File: config.mk
export PLATFORM = sky130hd
export DESIGN_NAME = dua_aux
export DESIGN_NICKNAME = d
export VERILOG_FILES = /design/src/dua_pkg.sv /design/src/dua_aux.sv
export SDC_FILE = /design/constraint.sdc
export NUM_CORES = 1
export LEC_CHECK = 0
export BUFFER_PORTS_ARGS = -buffer_cell sky130_fd_sc_hd__clkbuf_2
export CAP_MARGIN = 20
export CORE_MARGIN = 2
export CORE_UTILIZATION = 61
export DETAILED_ROUTE_END_ITERATION = 8
export PLACE_DENSITY = 0.82
export SLEW_MARGIN = 10
export SYNTH_ARGS = -nofsm -noshare
export SYNTH_HDL_FRONTEND = slang
export SYNTH_SLANG_ARGS = --single-unit
File: constraint.sdc
create_clock -name clk -period 6.2 [get_ports clk]
set_clock_uncertainty 0.1 [all_clocks]
set_input_delay 0 -clock clk [delete_from_list [all_inputs] [get_ports clk]]
set_output_delay 0 -clock clk [all_outputs]
set_load 0.005 [all_outputs]
File: src/dua_pkg.sv
// Purpose: shared constants for the serial controller auxiliary block
// Assumes: byte-wide register port with a four-bit address
// Notes:   offsets, field positions, codes and reset values live here
`default_nettype none

package dua_pkg;

  // ****************************************************************
  // register addresses
  // ****************************************************************
  localparam logic [3:0] ADDR_AUX_CONTROL   = 4'h0;
  localparam logic [3:0] ADDR_INT_STATUS    = 4'h1;
  localparam logic [3:0] ADDR_INT_MASK      = 4'h2;
  localparam logic [3:0] ADDR_PRELOAD_UPPER = 4'h3;
  localparam logic [3:0] ADDR_PRELOAD_LOWER = 4'h4;
  localparam logic [3:0] ADDR_LIVE_UPPER    = 4'h5;
  localparam logic [3:0] ADDR_LIVE_LOWER    = 4'h6;
  localparam logic [3:0] ADDR_SCRATCHPAD    = 4'h7;
  localparam logic [3:0] ADDR_INPUT_LEVELS  = 4'h8;
  localparam logic [3:0] ADDR_OUT_ROUTING   = 4'h9;
  localparam logic [3:0] ADDR_INPUT_CHANGE  = 4'hA;
  localparam logic [3:0] ADDR_TIMER_START   = 4'hB;
  localparam logic [3:0] ADDR_TIMER_STOP    = 4'hC;
  localparam logic [3:0] ADDR_OUT_SET       = 4'hD;
  localparam logic [3:0] ADDR_OUT_CLEAR     = 4'hE;

  // ****************************************************************
  // field positions and codes
  // ****************************************************************
  localparam int          ACR_BAUD_BIT   = 7;
  localparam int          ACR_TIMER_BIT  = 6;
  localparam int          ISR_TX_A       = 0;
  localparam int          ISR_RX_A       = 1;
  localparam int          ISR_BRK_A      = 2;
  localparam int          ISR_CT_RDY     = 3;
  localparam int          ISR_TX_B       = 4;
  localparam int          ISR_RX_B       = 5;
  localparam int          ISR_BRK_B      = 6;
  localparam int          ISR_IN_CHANGE  = 7;
  localparam logic [3:0]  CMD_BRK_RESET  = 4'h5;
  localparam logic [3:0]  PRESCALE_LAST  = 4'hF;
  localparam logic [7:0]  RESET_BYTE     = 8'h00;
  localparam logic [15:0] RESET_WORD     = 16'h0000;
  localparam logic [15:0] COUNT_ONE      = 16'h0001;

  // clock source and mode codes of the counter/timer field
  typedef enum logic [2:0] {
    CT_CNT_IN2     = 3'b000,
    CT_CNT_TXA     = 3'b001,
    CT_CNT_TXB     = 3'b010,
    CT_CNT_XTAL16  = 3'b011,
    CT_TMR_IN2     = 3'b100,
    CT_TMR_IN2_16  = 3'b101,
    CT_TMR_XTAL    = 3'b110,
    CT_TMR_XTAL16  = 3'b111
  } dua_ct_src_t;

  // routing codes for multi-purpose output 2
  typedef enum logic [1:0] {
    OP2_PORT    = 2'b00,
    OP2_TXA_X16 = 2'b01,
    OP2_TXA_X1  = 2'b10,
    OP2_RXA_X1  = 2'b11
  } dua_op2_sel_t;

endpackage : dua_pkg

`default_nettype wire

File: src/dua_aux.sv
// Purpose: interrupt gathering, counter/timer and port aux registers
// Assumes: clk is the crystal clock; channel clocks share its domain
// Notes:   pins multi_in pass three flops before any edge is seen
//
// Our own choices: the strobed register port and the address map.
`default_nettype none

// What this block does
// - low control bits enable input-change interrupts
// - three-bit field picks counter/timer mode, clock
// - top control bit picks baud table set
// - interrupt pin is inverted OR of masked status
// - status read shows all, clears nothing
// - reset clears every latched interrupt source; ready bits follow the channels
// - transmit ready bits follow FIFO space
// - receive ready bits follow FIFO fill
// - break change bits cleared by command 0x5
// - ready bit set at count end or timer rise, stop clears
// - input change bit cleared by change register read
// - mask gates pin only, not status
// - preload bytes and live count registers
// - counter start reloads preload, fresh count
// - timer ignores stop except clearing ready
// - timer preload change applies next half-period
// - scratchpad byte stores and returns data
// - input levels register, bit seven zero
// - routing bits select output two source
// - outputs zero, one follow channel mode bits
// - start and stop register reads control counter
// - change register latches edges, read clears
module dua_aux
(
  input  wire logic       clk,               // crystal clock
  input  wire logic       arst_n,            // async reset, active low
  input  wire logic [3:0] addr,              // register address
  input  wire logic [7:0] wdata,             // write data
  input  wire logic       wr,                // write strobe
  input  wire logic       rd,                // read strobe
  output var  logic [7:0] rdata,             // read data, cycle after rd
  input  wire logic [6:0] multi_in,          // multi-purpose input pins
  input  wire logic       tx_ready_a,        // channel a tx space level
  input  wire logic       rx_ready_a,        // channel a rx fill level
  input  wire logic       tx_ready_b,        // channel b tx space level
  input  wire logic       rx_ready_b,        // channel b rx fill level
  input  wire logic       brk_change_a,      // channel a break edge pulse
  input  wire logic       brk_change_b,      // channel b break edge pulse
  input  wire logic       chan_a_command_wr, // channel a command write
  input  wire logic       chan_b_command_wr, // channel b command write
  input  wire logic [7:0] command_data,      // command byte written
  input  wire logic       chan_a_tx_clk_x1,  // channel a tx 1x clock
  input  wire logic       chan_a_tx_clk_x16, // channel a tx 16x clock
  input  wire logic       chan_a_rx_clk_x1,  // channel a rx 1x clock
  input  wire logic       chan_b_tx_clk_x1,  // channel b tx 1x clock
  input  wire logic       chan_a_alt_en,     // chan_a_mode1 b7 | mode2 b5
  input  wire logic       chan_b_alt_en,     // chan_b_mode1 b7 | mode2 b5
  input  wire logic       chan_a_alt_out,    // channel a alternate output
  input  wire logic       chan_b_alt_out,    // channel b alternate output
  output var  logic       int_n,             // interrupt, active low
  output var  logic       baud_set2,         // baud table set 2 chosen
  output var  logic       ct_out,            // counter/timer output
  output var  logic       multi_out_0,       // output pin 0
  output var  logic       multi_out_1,       // output pin 1
  output var  logic       multi_out_2        // output pin 2
);

  // ****************************************************************
  // declarations
  // ****************************************************************
  logic [7:0]  aux_control_r;     // mode, baud and enable bits
  logic [7:0]  interrupt_mask_r;  // pin gating mask
  logic [7:0]  preload_upper_r;   // reload value, upper byte
  logic [7:0]  preload_lower_r;   // reload value, lower byte
  logic [7:0]  scratchpad_r;      // user byte
  logic [1:0]  output_routing_r;  // output 2 source select
  logic [2:0]  port_assert_r;     // general outputs asserted low
  logic [6:0]  in_s1_r;           // first sync stage
  logic [6:0]  in_s2_r;           // second sync stage
  logic [6:0]  in_s3_r;           // third sync stage
  logic [6:0]  in_lvl_r;          // settled input levels
  logic [1:0]  warm_r;            // sync chain fill count after reset
  logic        warm_done;         // chain full, edges may count
  logic [3:0]  in_change_r;       // latched change bits
  logic        brk_a_r;           // channel a break change flag
  logic        brk_b_r;           // channel b break change flag
  logic        ct_rdy_r;          // counter/timer ready flag
  logic        in_irq_r;          // input change status flag
  logic [15:0] count_r;           // live count
  logic        running_r;         // counter/timer running
  logic [3:0]  xtal_div_r;        // crystal divide by 16
  logic [3:0]  in2_div_r;         // input 2 divide by 16
  logic        txa_d_r;           // channel a tx 1x delayed
  logic        txb_d_r;           // channel b tx 1x delayed
  logic [7:0]  rdata_nxt;         // read mux output
  logic [7:0]  interrupt_status;               // assembled status byte
  logic [6:0]  in_stable;         // stages two and three agree
  logic [6:0]  in_edge;           // settled change this cycle
  logic        timer_mode;        // field top bit high
  logic        start_cmd;         // start register read
  logic        stop_cmd;          // stop register read
  logic        ct_tick;           // one count step
  logic        tc_evt;            // counter terminal count
  logic        rise_evt;          // timer output rising
  logic        chg_evt;           // enabled input change
  logic        brk_a_clear;       // channel a break reset cmd
  logic        brk_b_clear;       // channel b break reset cmd
  logic        in_change_read;    // change register read

  // write decode helper
  function automatic logic wr_hit(input logic [3:0] a);
    wr_hit = wr && (addr == a);
  endfunction

  // read decode helper
  function automatic logic rd_hit(input logic [3:0] a);
    rd_hit = rd && (addr == a);
  endfunction

  // ****************************************************************
  // register writes
  // ****************************************************************
  // plain write registers
  always_ff @(posedge clk or negedge arst_n)
  begin
    if (!arst_n)
    begin
      aux_control_r    <= dua_pkg::RESET_BYTE;
      interrupt_mask_r <= dua_pkg::RESET_BYTE;
      preload_upper_r  <= dua_pkg::RESET_BYTE;
      preload_lower_r  <= dua_pkg::RESET_BYTE;
      scratchpad_r     <= dua_pkg::RESET_BYTE;
      output_routing_r <= 2'h0;
    end
    else
    begin
      if (wr_hit(dua_pkg::ADDR_AUX_CONTROL))
        aux_control_r <= wdata;
      if (wr_hit(dua_pkg::ADDR_INT_MASK))
        interrupt_mask_r <= wdata;
      if (wr_hit(dua_pkg::ADDR_PRELOAD_UPPER))
        preload_upper_r <= wdata;
      if (wr_hit(dua_pkg::ADDR_PRELOAD_LOWER))
        preload_lower_r <= wdata;
      if (wr_hit(dua_pkg::ADDR_SCRATCHPAD))
        scratchpad_r <= wdata;
      if (wr_hit(dua_pkg::ADDR_OUT_ROUTING))
        output_routing_r <= wdata[1:0];
    end
  end

  // general purpose outputs: set asserts, clear negates
  always_ff @(posedge clk or negedge arst_n)
  begin
    if (!arst_n)
      port_assert_r <= 3'h0;
    else
      port_assert_r <= (port_assert_r
        & ~(wr_hit(dua_pkg::ADDR_OUT_CLEAR) ? wdata[2:0] : 3'h0))
        | (wr_hit(dua_pkg::ADDR_OUT_SET) ? wdata[2:0] : 3'h0);
  end

  // ****************************************************************
  // input synchroniser and change detect
  // ****************************************************************
  // three flop chain per input
  always_ff @(posedge clk or negedge arst_n)
  begin
    if (!arst_n)
    begin
      in_s1_r  <= 7'h00;
      in_s2_r  <= 7'h00;
      in_s3_r  <= 7'h00;
      in_lvl_r <= 7'h00;
      warm_r   <= 2'h0;
    end
    else
    begin
      in_s1_r <= multi_in;
      in_s2_r <= in_s1_r;
      in_s3_r <= in_s2_r;
      // until the chain is full, levels copy stage two, no false edge
      if (!warm_done)
      begin
        warm_r   <= warm_r + 2'h1;
        in_lvl_r <= in_s2_r;
      end
      else
        // a level only moves once stages two and three agree
        in_lvl_r <= (in_lvl_r & ~in_stable) | (in_s3_r & in_stable);
    end
  end

  assign warm_done = (warm_r == 2'h3);
  assign in_stable = ~(in_s2_r ^ in_s3_r);
  assign in_edge   = {7{warm_done}} & in_stable & (in_s3_r ^ in_lvl_r);
  assign in_change_read = rd_hit(dua_pkg::ADDR_INPUT_CHANGE);
  // enabled change of inputs 0 to 3
  assign chg_evt = |(in_edge[3:0] & aux_control_r[3:0]);

  // change bits latch, read clears, new edge wins
  always_ff @(posedge clk or negedge arst_n)
  begin
    if (!arst_n)
      in_change_r <= 4'h0;
    else
      in_change_r <= (in_change_read ? 4'h0 : in_change_r)
                     | in_edge[3:0];
  end

  // ****************************************************************
  // interrupt sources
  // ****************************************************************
  assign brk_a_clear = chan_a_command_wr
                       && (command_data[7:4] == dua_pkg::CMD_BRK_RESET);
  assign brk_b_clear = chan_b_command_wr
                       && (command_data[7:4] == dua_pkg::CMD_BRK_RESET);

  always_ff @(posedge clk or negedge arst_n)
  begin
    if (!arst_n)
    begin
      brk_a_r  <= 1'b0;
      brk_b_r  <= 1'b0;
      in_irq_r <= 1'b0;
      ct_rdy_r <= 1'b0;
    end
    else
    begin
      // break change, command clears, event wins
      brk_a_r  <= brk_change_a | (brk_a_r & ~brk_a_clear);
      brk_b_r  <= brk_change_b | (brk_b_r & ~brk_b_clear);
      in_irq_r <= chg_evt | (in_irq_r & ~in_change_read);
      // ready on count end or timer rise, stop clears
      ct_rdy_r <= tc_evt | rise_evt | (ct_rdy_r & ~stop_cmd);
    end
  end

  // status byte, levels follow the channels
  assign interrupt_status = {in_irq_r, brk_b_r, rx_ready_b, tx_ready_b,
                ct_rdy_r, brk_a_r, rx_ready_a, tx_ready_a};

  // masked OR, inverted onto the pin
  always_ff @(posedge clk or negedge arst_n)
  begin
    if (!arst_n)
      int_n <= 1'b1;
    else
      int_n <= ~|(interrupt_status & interrupt_mask_r);
  end

  // ****************************************************************
  // counter/timer
  // ****************************************************************
  assign timer_mode = aux_control_r[dua_pkg::ACR_TIMER_BIT];
  assign start_cmd  = rd_hit(dua_pkg::ADDR_TIMER_START);
  assign stop_cmd   = rd_hit(dua_pkg::ADDR_TIMER_STOP);

  // prescalers and channel clock edge memory
  always_ff @(posedge clk or negedge arst_n)
  begin
    if (!arst_n)
    begin
      xtal_div_r <= 4'h0;
      in2_div_r  <= 4'h0;
      txa_d_r    <= 1'b0;
      txb_d_r    <= 1'b0;
    end
    else
    begin
      xtal_div_r <= xtal_div_r + 4'h1;
      if (in_edge[2] && in_s3_r[2])
        in2_div_r <= in2_div_r + 4'h1;
      txa_d_r <= chan_a_tx_clk_x1;
      txb_d_r <= chan_b_tx_clk_x1;
    end
  end

  always_comb
  begin
    case (dua_pkg::dua_ct_src_t'(aux_control_r[6:4]))
      dua_pkg::CT_CNT_IN2,
      dua_pkg::CT_TMR_IN2:    ct_tick = in_edge[2] && in_s3_r[2];
      dua_pkg::CT_CNT_TXA:    ct_tick = chan_a_tx_clk_x1 && !txa_d_r;
      dua_pkg::CT_CNT_TXB:    ct_tick = chan_b_tx_clk_x1 && !txb_d_r;
      dua_pkg::CT_TMR_IN2_16: ct_tick = in_edge[2] && in_s3_r[2]
                                && (in2_div_r == dua_pkg::PRESCALE_LAST);
      dua_pkg::CT_TMR_XTAL:   ct_tick = 1'b1;
      default:                ct_tick = xtal_div_r
                                == dua_pkg::PRESCALE_LAST;
    endcase
  end

  assign tc_evt   = !timer_mode && running_r && ct_tick && !start_cmd
                    && !stop_cmd && (count_r == dua_pkg::COUNT_ONE);
  assign rise_evt = timer_mode && running_r && ct_tick && !start_cmd
                    && !ct_out && (count_r <= dua_pkg::COUNT_ONE);

  // count, run state and output wave
  always_ff @(posedge clk or negedge arst_n)
  begin
    if (!arst_n)
    begin
      count_r   <= dua_pkg::RESET_WORD;
      running_r <= 1'b0;
      ct_out    <= 1'b1;
    end
    else if (start_cmd)
    begin
      count_r   <= {preload_upper_r, preload_lower_r};
      running_r <= 1'b1;
      ct_out    <= 1'b1;
    end
    else if (stop_cmd && !timer_mode)
    begin
      // counter halts, output returns high
      running_r <= 1'b0;
      ct_out    <= 1'b1;
    end
    else if (running_r && ct_tick)
    begin
      if (timer_mode)
      begin
        // reload each half-period with latest preload
        if (count_r <= dua_pkg::COUNT_ONE)
        begin
          count_r <= {preload_upper_r, preload_lower_r};
          ct_out  <= !ct_out;
        end
        else
          count_r <= count_r - dua_pkg::COUNT_ONE;
      end
      else
      begin
        // counter rolls over after terminal count, output low
        count_r <= count_r - dua_pkg::COUNT_ONE;
        if (tc_evt)
          ct_out <= 1'b0;
      end
    end
  end

  // ****************************************************************
  // outputs and read port
  // ****************************************************************
  // baud set straight from the control bit
  always_ff @(posedge clk or negedge arst_n)
  begin
    if (!arst_n)
      baud_set2 <= 1'b0;
    else
      baud_set2 <= aux_control_r[dua_pkg::ACR_BAUD_BIT];
  end

  always_ff @(posedge clk or negedge arst_n)
  begin
    if (!arst_n)
    begin
      multi_out_0 <= 1'b1;
      multi_out_1 <= 1'b1;
      multi_out_2 <= 1'b1;
    end
    else
    begin
      multi_out_0 <= chan_a_alt_en ? chan_a_alt_out : !port_assert_r[0];
      multi_out_1 <= chan_b_alt_en ? chan_b_alt_out : !port_assert_r[1];
      case (dua_pkg::dua_op2_sel_t'(output_routing_r))
        dua_pkg::OP2_PORT:    multi_out_2 <= !port_assert_r[2];
        dua_pkg::OP2_TXA_X16: multi_out_2 <= chan_a_tx_clk_x16;
        dua_pkg::OP2_TXA_X1:  multi_out_2 <= chan_a_tx_clk_x1;
        default:              multi_out_2 <= chan_a_rx_clk_x1;
      endcase
    end
  end

  // read mux; unmapped and command reads return zero
  always_comb
  begin
    if (addr == dua_pkg::ADDR_AUX_CONTROL)
      rdata_nxt = aux_control_r;
    else if (addr == dua_pkg::ADDR_INT_STATUS)
      rdata_nxt = interrupt_status;
    else if (addr == dua_pkg::ADDR_INT_MASK)
      rdata_nxt = interrupt_mask_r;
    else if (addr == dua_pkg::ADDR_PRELOAD_UPPER)
      rdata_nxt = preload_upper_r;
    else if (addr == dua_pkg::ADDR_PRELOAD_LOWER)
      rdata_nxt = preload_lower_r;
    // live count hidden in timer mode
    else if (addr == dua_pkg::ADDR_LIVE_UPPER)
      rdata_nxt = timer_mode ? 8'h00 : count_r[15:8];
    else if (addr == dua_pkg::ADDR_LIVE_LOWER)
      rdata_nxt = timer_mode ? 8'h00 : count_r[7:0];
    else if (addr == dua_pkg::ADDR_SCRATCHPAD)
      rdata_nxt = scratchpad_r;
    else if (addr == dua_pkg::ADDR_INPUT_LEVELS)
      rdata_nxt = {1'b0, in_lvl_r};
    else if (addr == dua_pkg::ADDR_INPUT_CHANGE)
      rdata_nxt = {in_change_r, in_lvl_r[3:0]};
    else
      rdata_nxt = 8'h00;
  end

  // read data register
  always_ff @(posedge clk or negedge arst_n)
  begin
    if (!arst_n)
      rdata <= 8'h00;
    else if (rd)
      rdata <= rdata_nxt;
    else
      rdata <= 8'h00;
  end
endmodule : dua_aux

`default_nettype wire

==> flow_summary.ini, run 1 <==
[clock_network]
htree_levels = 4
tritoncts = yes
clk_pin_slew_worst_paths_ns = 0.06
clk_latency_ns = 0.53
cts_buffer_depth = 2
root_buffer = clkbuf_8
numCtsBuffers = 17
cts_sinks = 124

[logic_synthesis]
synth_top_area_share_pct = 47.7
synth_area_leaders = dfrtp_1 48%, mux2_2 7.2%, a21oi_1 3.1%
synthAdderAreaFrac_pct = 1.00
async_flop_share_pct = 100
synth_compound_area_share_pct = 18.6
netlist_area_um2 = 6240
muxShareOfSynthArea_pct = 11.7
synth_common_cells = 119 x dfrtp_1, 50 x nand2_1, 40 x mux2_2
ys.flop_type = dfrtp_1
yosysMostFrequentCell = dfrtp_1
synthCells = 565
ys_seq_elements = 124
synth-simple-area-share_pct = 15.0
seq_area_frac_synth_pct = 49.8
synth_edf_count = 0
synth_cell_types = 74
syn_avg_cell_area_um2 = 11.0
yosys_warnings = 0
synthXorXnorAreaFrac_pct = 0.842
synth_top_family_by_area = compound AO/OA/AOI/OAI gates
synth.net_count = 617
synth_top_cell_by_area = dfrtp_1

[routing]
drt-total-wl_mm = 17.7
drc = 0
postRouteAntennaNets = 0
drtIter0Drc = 704
first_pass_iters = 6
num_vias = 5291
wl_per_cell_um = 21.9
viasPerCell = 6.56

[sta]
worstMarginPinSlew_ns = 1.07
setup_viol = 0
fmax_mhz = 300
finalHoldViolCount = 0
relSlewSlack_pct = 28.4
final.setup.tns_ns = 0
rsz0062_at_grt = false
finalCriticalPeriod_ns = 3.33
slew_viol_final = 0
period_share_pct = 53.8

[min_path]
hp-class = in -> reg
hold_start = multi_in[4]

[die]
dieArea_um2 = 11100
dieHeight_um = 105
die_w_um = 105
core-area_um2 = 9860
rows = 36
pin_count = 61
initial_core_util_pct = 63.3

[finish]
layout-drive-gt1-share_pct = 23.5
synthToLayoutAreaGrowth_pct = 21.9
layout.cells.non_filler = 806
stdcell_area_um2 = 7610
nets = 712
n_antenna_cell = 0
fillers = 604

[worst_setup_path]
worstPathArrival_ns = 3.66
r2r_start = warm_r[0]
crit_fanout = 25
required_ns = 6.52
endpoint_kind = flip-flop
start_kind = flip-flop
critPathKind = reg -> reg
crit_start = warm_r[0]

[placement]
port_buffers = 56
dpl_cell_area_um2 = 6550
routabilityCongestion = 0.950
dp.cells = 729
dp_hpwl_mm = 11.2

[grt]
grt_pass1_wl_mm = 28.6
grt_max_degree = 82
grt_pass1_vias = 5447
gr-total-overflow = 0
grt_antenna_before_repair = 0
track_usage_pct = 33.9

[power_and_ir_drop]
p_leak_nw = 3.33
peakVddDrop_mv = 0.303
total_power_w = 0.00270
p_per_area_nw_per_um2 = 355

[flow_run]
max-cap-violations = 0

[run_status]
status = finished, final reports clean
[cells by family (layout without fill, tap and decap cells)]
kind of cell | after synthesis | after routing
adder cells (fa/ha/maj) | 5 | 5
buffers and inverters | 37 | 145
XOR/XNOR | 6 | 6
AND/OR/NAND/NOR | 171 | 171
flip-flops | 124 | 124
multiplexers | 66 | 66
AO/OA/AOI/OAI | 156 | 156
[worst paths after layout]
path	endpoint	depth (start not counted)	slack, ns
setup / recovery	count_r[14]	6	2.87
max in group asynchronous	aux_control_r[1]	4	4.57
hold reg to reg	in_s2_r[5]	0	0.25
min in group asynchronous	multi_out_2	3	0.46
setup reg to reg	count_r[14]	6	2.87
hold / removal	in_s1_r[4]	2	0.04
[critical path, cell delays in order, from the launching register on]
cell	delay [ns]
dfrtp_1	0.36
ha_1	0.79
and4b_1	0.45
and4_1	0.31
a211o_1	0.66
o211ai_1	0.22
a32o_1	0.31
[final cells by class]
class                   count  area, µm²  area share [%]
flip-flops and latches    124       3110            40.9
inverters                  11       41.3           0.543
repair buffers            102        751            9.87
multi-input cells         404       2940            38.7
clock buffers              21        429            5.64
clock inverters            11        168            2.20
well taps                 133        166            2.19
[placed cells by master (no fill, tap or decap), drive strengths merged, types with 6 or more instances in the layout]
cell / netlist / final
o21ai: 24 / 24
mux2i: 18 / 18
a22o: 8 / 8
nor2b: 9 / 9
a21oi: 40 / 40
a22oi: 15 / 15
nand2: 50 / 50
nand3: 17 / 17
nor3: 6 / 6
dlygate4sd3: 0 / 44
inv: 11 / 12
dfrtp: 119 / 119
o22ai: 6 / 6
clkbuf: 12 / 76
mux2: 47 / 47
nor4: 8 / 8
nor2: 34 / 34
o211ai: 16 / 16
nand2b: 11 / 11
[per-layer routing]
metal,wire (µm),track usage (%),vias to the layer above
li1,-,-,2320
met1,6830,43.2,2614
met2,8720,54.7,287
met3,1440,8.67,70
met4,665,15.2,0
met5,0,0,-
[repair_timing]
item | CTS | global route
setup buffers | 0 | 0
hold buffers | 45 | 0
endpoints found under the hold margin | 113 | 0
gates resized for setup | 0 | 0
[stage by stage]
stage          setup WS [ns]  util, %  hold slack, ns
5_1_grt                 2.68     77.1          0.0255
3_3_place_gp            3.11     66.4         -0.0697
3_5_place_dp            2.98     66.4         -0.0588
2_1_floorplan           3.93        -          -0.396
4_1_cts                 2.93     77.1         0.00218
6_report                2.87     77.1          0.0353
[flip-flops by register name, indices dropped and copies added (netlist names), 2 cells and up, named ones only]
name and count:
in_s3_r 7, output_routing_r 2, warm_r 2, in2_div_r 4, interrupt_mask_r 8, xtal_div_r 4, aux_control_r 8, in_s1_r 7
scratchpad_r 8, in_s2_r 7, count_r 16, rdata 8, in_change_r 4, preload_upper_r 8, preload_lower_r 8, port_assert_r 3
[report_power, final]
part | switching [W] | internal [W]
registers | 0.000205 | 0.000964
logic | 0.000271 | 0.000242
clock network | 0.000363 | 0.000652
total | 0.000839 | 0.00186
No activity file was read; power rests on OpenSTA's default activity.
==> run 2: changes to the inputs <==
--- a/config.mk
+++ b/config.mk
@@ -8,9 +8,9 @@
 export BUFFER_PORTS_ARGS = -buffer_cell sky130_fd_sc_hd__clkbuf_2
 export CAP_MARGIN = 20
 export CORE_MARGIN = 2
-export CORE_UTILIZATION = 61
+export CORE_UTILIZATION = 59
 export DETAILED_ROUTE_END_ITERATION = 8
-export PLACE_DENSITY = 0.82
+export PLACE_DENSITY = 0.8
 export SLEW_MARGIN = 10
 export SYNTH_ARGS = -nofsm -noshare
 export SYNTH_HDL_FRONTEND = slang
==> constraint.sdc (replaced) <==
create_clock -name clk -period 3.44 [get_ports clk]
set_clock_uncertainty 0.1 [all_clocks]
set_input_delay 0 -clock clk [delete_from_list [all_inputs] [get_ports clk]]
set_output_delay 0 -clock clk [all_outputs]
set_load 0.005 [all_outputs]
==> flow_summary.ini, run 2 (synthesis results as in run 1) <==
[routing]
viasPerCell = 6.47
first_pass_iters = 6
wl_per_cell_um = 22.1
postRouteAntennaNets = 0
drtIter0Drc = 493
drc = 0
num_vias = 5317
drt-total-wl_mm = 18.2

[grt]
grt_max_degree = 110
met3_usage_pct = 8.57
grt_antenna_before_repair = 0
grt_pass1_wl_mm = 29.3
gr-usage-met1_pct = 42.6
grt_pass1_vias = 5540
use_met2_pct = 55.7
track_usage_pct = 34.3
gr-total-overflow = 0
busiest_layer = met2

[sta]
finalHoldViolCount = 0
worstMarginPinSlew_ns = 1.01
fmax_mhz = 353
setup_viol = 0
rsz0062_at_grt = false
relSlewSlack_pct = 32.0
slew_viol_final = 0
finalCriticalPeriod_ns = 2.83
final.setup.tns_ns = 0
period_share_pct = 82.4
holdWs_ns = 0.0225

[clock_network]
cts_buffer_depth = 2
cts_sinks = 124
tritoncts = yes
clk_pin_slew_worst_paths_ns = 0.06
numCtsBuffers = 17
clk_latency_ns = 0.55
htree_levels = 4
root_buffer = clkbuf_8

[worst_setup_path]
max_stage_delay_ns = 0.60
crit_top_cell = inv_1
crit_fanout = 14
slowest_stage = a21oi_4
required_ns = 3.76
r2r_start = count_r[0]
path_delay_family = compound AO/OA/AOI/OAI gates
endpoint_kind = flip-flop
start_kind = flip-flop
rr_worst_depth = 7
critPathKind = reg -> reg
r2r_slack_ns = 0.61
crit_chain = inv_1 -> ha_1 -> o21ai_1 -> inv_1 -> a21oi_4 -> mux2i_1 -> a22oi_2
reg2reg_to = count_r[5]
cp.depth = 7
path_buf_inv = 2
worstPathArrival_ns = 3.15

[finish]
stdcell_area_um2 = 7680
mostFrequentLayoutCell = dfrtp_1
nets = 725
fillers = 701
largest_reg_flops = 16
layout-drive-gt1-share_pct = 24.8
largest-register = count_r
synthToLayoutAreaGrowth_pct = 23.1
layout_common_cells = 119 x dfrtp_1, 55 x clkbuf_2, 50 x nand2_1
layout.cells.non_filler = 822
final_core_util_pct = 74.7
n_antenna_cell = 0

[placement]
dp.cells = 741
routabilityCongestion = 0.937
port_buffers = 56
dpl_cell_area_um2 = 6640
dp_hpwl_mm = 11.9

[power_and_ir_drop]
peakVddDrop_mv = 0.561
p_per_area_nw_per_um2 = 620
p_leak_nw = 3.37

[die]
pin_count = 61
core-area_um2 = 10300
die_w_um = 107
dieHeight_um = 107
rows = 37
initial_core_util_pct = 60.7
dieArea_um2 = 11400

[min_path]
min_to = txb_d_r
hold_depth = 2
hold_start = chan_b_tx_clk_x1
hp-class = in -> reg

[flow_run]
max-cap-violations = 0

[run_status]
status = finished, final reports clean
run 2: cell count changes in the layout (fill, tap and decap cells not counted), sizes merged:
cell	before	now
buf	3	11
dlygate4sd3	44	49
clkbuf	76	72
inv	12	16
bufinv	4	1
clkinvlp	2	5
run 2: how the worst max path moves through the flow:
stage / startpoint / slack (ns) / to
after floorplan: count_r[0] / 1.17 / count_r[15]
after global placement: count_r[0] / 0.79 / count_r[2]
after detailed placement: count_r[0] / 0.68 / count_r[15]
after CTS: count_r[0] / 0.64 / count_r[5]
after global routing: count_r[0] / 0.39 / count_r[5]
final: count_r[0] / 0.61 / count_r[5]
run 2: power by group:
group | total [W] | switching, W | internal, W | leakage, nW
clock network | 0.00170 | 0.000729 | 0.000969 | 0.259
logic | 0.000962 | 0.000506 | 0.000456 | 1.66
registers | 0.00210 | 0.000364 | 0.00174 | 1.45
total | 0.00476 | 0.00160 | 0.00316 | 3.37
run 2: per-stage QoR:
| stage | total power [W] | setup WS [ns] |
|---|---|---|
| floorplan | 0.00264 | 1.17 |
| global placement | 0.00293 | 0.794 |
| detailed placement | 0.00298 | 0.682 |
| CTS | 0.00472 | 0.638 |
| global route | 0.00496 | 0.393 |
| finish | 0.00476 | 0.605 |
run 2: layout make-up:
type,instances,area [µm²],area share (%)
well taps,136,170,2.22
clock inverters,15,141,1.84
clock buffers,17,414,5.39
inverters,11,41.3,0.538
flip-flops and latches,124,3110,40.5
repair buffers,115,861,11.2
multi-input cells,404,2940,38.3
run 2: per-layer routing:
metal	vias to the layer above	routed length, µm
li1	2343	-
met1	2617	7040
met2	291	9010
met3	66	1420
met4	0	705
met5	-	0
run 2: repair_timing:
item / 4_1_cts / 5_1_grt
hold buffers: 49 / 0
resized for setup: 0 / 0
setup buffers: 0 / 0
hold endpoints to repair: 190 / 0
==> run 3: changes to the inputs <==
--- a/config.mk
+++ b/config.mk
@@ -5,12 +5,13 @@
 export SDC_FILE = /design/constraint.sdc
 export NUM_CORES = 1
 export LEC_CHECK = 0
+export ABC_AREA = 1
 export BUFFER_PORTS_ARGS = -buffer_cell sky130_fd_sc_hd__clkbuf_2
 export CAP_MARGIN = 20
 export CORE_MARGIN = 2
-export CORE_UTILIZATION = 59
+export CORE_UTILIZATION = 53
 export DETAILED_ROUTE_END_ITERATION = 8
-export PLACE_DENSITY = 0.8
+export PLACE_DENSITY = 0.76
 export SLEW_MARGIN = 10
 export SYNTH_ARGS = -nofsm -noshare
 export SYNTH_HDL_FRONTEND = slang
==> constraint.sdc (replaced) <==
create_clock -name clk -period 2.59 [get_ports clk]
set_clock_uncertainty 0.1 [all_clocks]
set_input_delay 0 -clock clk [delete_from_list [all_inputs] [get_ports clk]]
set_output_delay 0 -clock clk [all_outputs]
set_load 0.005 [all_outputs]
==> flow_summary.ini, run 3 <==
[run_status]
status = finished, final reports clean

[logic_synthesis]
synthCells = 726
synth_top_area_share_pct = 49.0
synthAdderAreaFrac_pct = 1.03
ys.flop_type = dfrtp_1
synth_edf_count = 0
async_flop_share_pct = 100
ys_seq_elements = 124
synth-simple-area-share_pct = 26.8
synth.net_count = 778
synth_cell_types = 41
synth_top_family_by_area = simple AND/OR/NAND/NOR gates
netlist_area_um2 = 6070
yosys_warnings = 0
seq_area_frac_synth_pct = 51.2
yosysMostFrequentCell = nand2_1
synth_compound_area_share_pct = 11.3
syn_avg_cell_area_um2 = 8.37
muxShareOfSynthArea_pct = 0.185
synthXorXnorAreaFrac_pct = 3.17
synth_common_cells = 218 x nand2_1, 119 x dfrtp_1, 81 x o21ai_0
synth_area_leaders = dfrtp_1 49%, nand2_1 13%, o21ai_0 6.7%
synth_top_cell_by_area = dfrtp_1

[sta]
relSlewSlack_pct = 55.5
setup_viol = 0
worstMarginPinSlew_ns = 0.667
final.setup.tns_ns = 0
rsz0062_at_grt = false
period_share_pct = 88.0
finalHoldViolCount = 0
fmax_mhz = 439
slew_viol_final = 0
finalCriticalPeriod_ns = 2.28

[finish]
nets = 882
layout-drive-gt1-share_pct = 16.3
multiInputGateArea_um2 = 2580
layout_common_cells = 218 x nand2_1, 119 x dfrtp_1, 81 x o21ai_0
stdcell_area_um2 = 7460
largest_reg_flops = 16
fillers = 909
n_antenna_cell = 0
mostFrequentLayoutCell = nand2_1
synthToLayoutAreaGrowth_pct = 22.8
seq_area_um2 = 3110
largest-register = count_r

[die]
pin_count = 61
dieHeight_um = 111
die_w_um = 111
rows = 39
dieArea_um2 = 12300
core-area_um2 = 11300
initial_core_util_pct = 53.6

[clock_network]
htree_levels = 4
cts_sinks = 124
tritoncts = yes
clk_pin_slew_worst_paths_ns = 0.06
numCtsBuffers = 17
cts_resized = 0
cts_buffer_depth = 2
post_cts_buffers = 0
root_buffer = clkbuf_16
holdBufCountCts = 40
clk_latency_ns = 0.42

[worst_setup_path]
critPathKind = reg -> reg
slowest_stage = dfrtp_1
endpoint_kind = flip-flop
path_buf_inv = 2
crit_top_cell = nand2_1
crit_chain = inv_2 -> nand2_1 -> o21ai_0 -> o21ai_1 -> nand4_1 -> nand2_1 -> a21oi_1 -> dlygate4sd3_1
path_delay_family = buffers and inverters
worstPathArrival_ns = 2.48
max_stage_delay_ns = 0.60
required_ns = 2.79
crit_fanout = 12
start_kind = flip-flop

[routing]
postRouteAntennaNets = 0
wl_per_cell_um = 16.8
drt-total-wl_mm = 16.5
viasPerCell = 5.51
drtIter0Drc = 515
drc = 0
first_pass_iters = 5
num_vias = 5427

[power_and_ir_drop]
p_clk_share_pct = 35.6
p_comb_share_pct = 23.2
peakVddDrop_mv = 0.696
p_switching_w = 0.00214
intPower_w = 0.00446
p_leak_nw = 3.65
p_per_area_nw_per_um2 = 884
p_sw_share_pct = 32.4
p_seq_share_pct = 41.1

[grt]
grt_max_degree = 47
grt_antenna_before_repair = 0
grt_pass1_wl_mm = 27.0
grt_pass1_vias = 5465
gr-total-overflow = 0
track_usage_pct = 28.2

[flow_run]
max-cap-violations = 0

[placement]
routabilityCongestion = 0.939
dp_hpwl_mm = 11.3
dpl_cell_area_um2 = 6470
port_buffers = 56

[min_path]
hp-class = in -> reg
run 3: cell types whose count changed in the layout (fill, tap and decap cells not counted), sizes merged, moves of 18 or more:
cell	change
mux2	-46
inv	+57
nor2	+27
o21ai	+69
mux2i	-18
nand3	+28
a21oi	-24
nand2	+179
run 3: worst paths after layout:
kind,from,endpoint,slack [ns],cells after the start
worst max register to register,aux_control_r[6],rdata[0],0.31,8
worst min register to register,in_s1_r[4],in_s2_r[4],0.25,0
min in group asynchronous,arst_n,count_r[9],0.05,2
worst min-delay path,addr[3],output_routing_r[0],0.007,5
max in group asynchronous,arst_n,ct_out,1.51,3
worst max-delay path,aux_control_r[6],rdata[0],0.31,8
run 3: logic make-up (layout without fill, tap and decap cells):
family / after synthesis / count (layout)
buf+inv: 88 / 204
compound gates: 125 / 125
mux: 1 / 1
fa+ha+maj: 5 / 5
xor+xnor: 22 / 22
flops: 124 / 124
simple gates: 361 / 361
run 3: layer usage:
metal	part of all wire (%)	global-route usage, %	vias up
li1	-	-	2559
met1	40	34.0	2603
met2	50	47.3	212
met3	6.0	8.26	53
met4	3.7	12.0	0
met5	0	0	-
run 3: final cells by class:
| cell class | instances | area share, % |
|---|---|---|
| timing repair buffer | 101 | 9.83 |
| tap | 143 | 2.40 |
| sequential | 124 | 41.7 |
| multi-input combinational | 514 | 34.6 |
| clock inverter | 9 | 1.51 |
| clock buffer | 22 | 6.36 |
| inverter | 72 | 3.62 |
run 3: power by group through the flow:
| stage | clock network, W | logic [W] | registers [W] |
|---|---|---|---|
| CTS | 0.00236 | 0.00153 | 0.00270 |
| floorplan | 0 | 0.00112 | 0.00260 |
| finish | 0.00235 | 0.00153 | 0.00271 |
| detailed placement | 0 | 0.00144 | 0.00272 |
| global placement | 0 | 0.00139 | 0.00271 |
| global route | 0.00246 | 0.00175 | 0.00275 |
run 3: worst min-delay path, cell delays in order:
cell and delay (ns):
clkbuf_2 0.14, nand2_1 0.11, nor3_1 0.09, nand2_1 0.06, o21ai_0 0.07
run 3: per-stage QoR:
stage	hold slack, ns	cells	setup slack (ns)	util (%)	power, W
2_1_floorplan	-0.396	726	0.796	-	0.00372
4_1_cts	0.00599	985	0.332	65.9	0.00658
5_1_grt	0.0568	985	0.188	65.9	0.00696
3_5_place_dp	-0.0293	914	0.388	57.1	0.00416
6_report	0.00695	985	0.311	65.9	0.00659
3_3_place_gp	-0.0372	914	0.462	57.1	0.00410
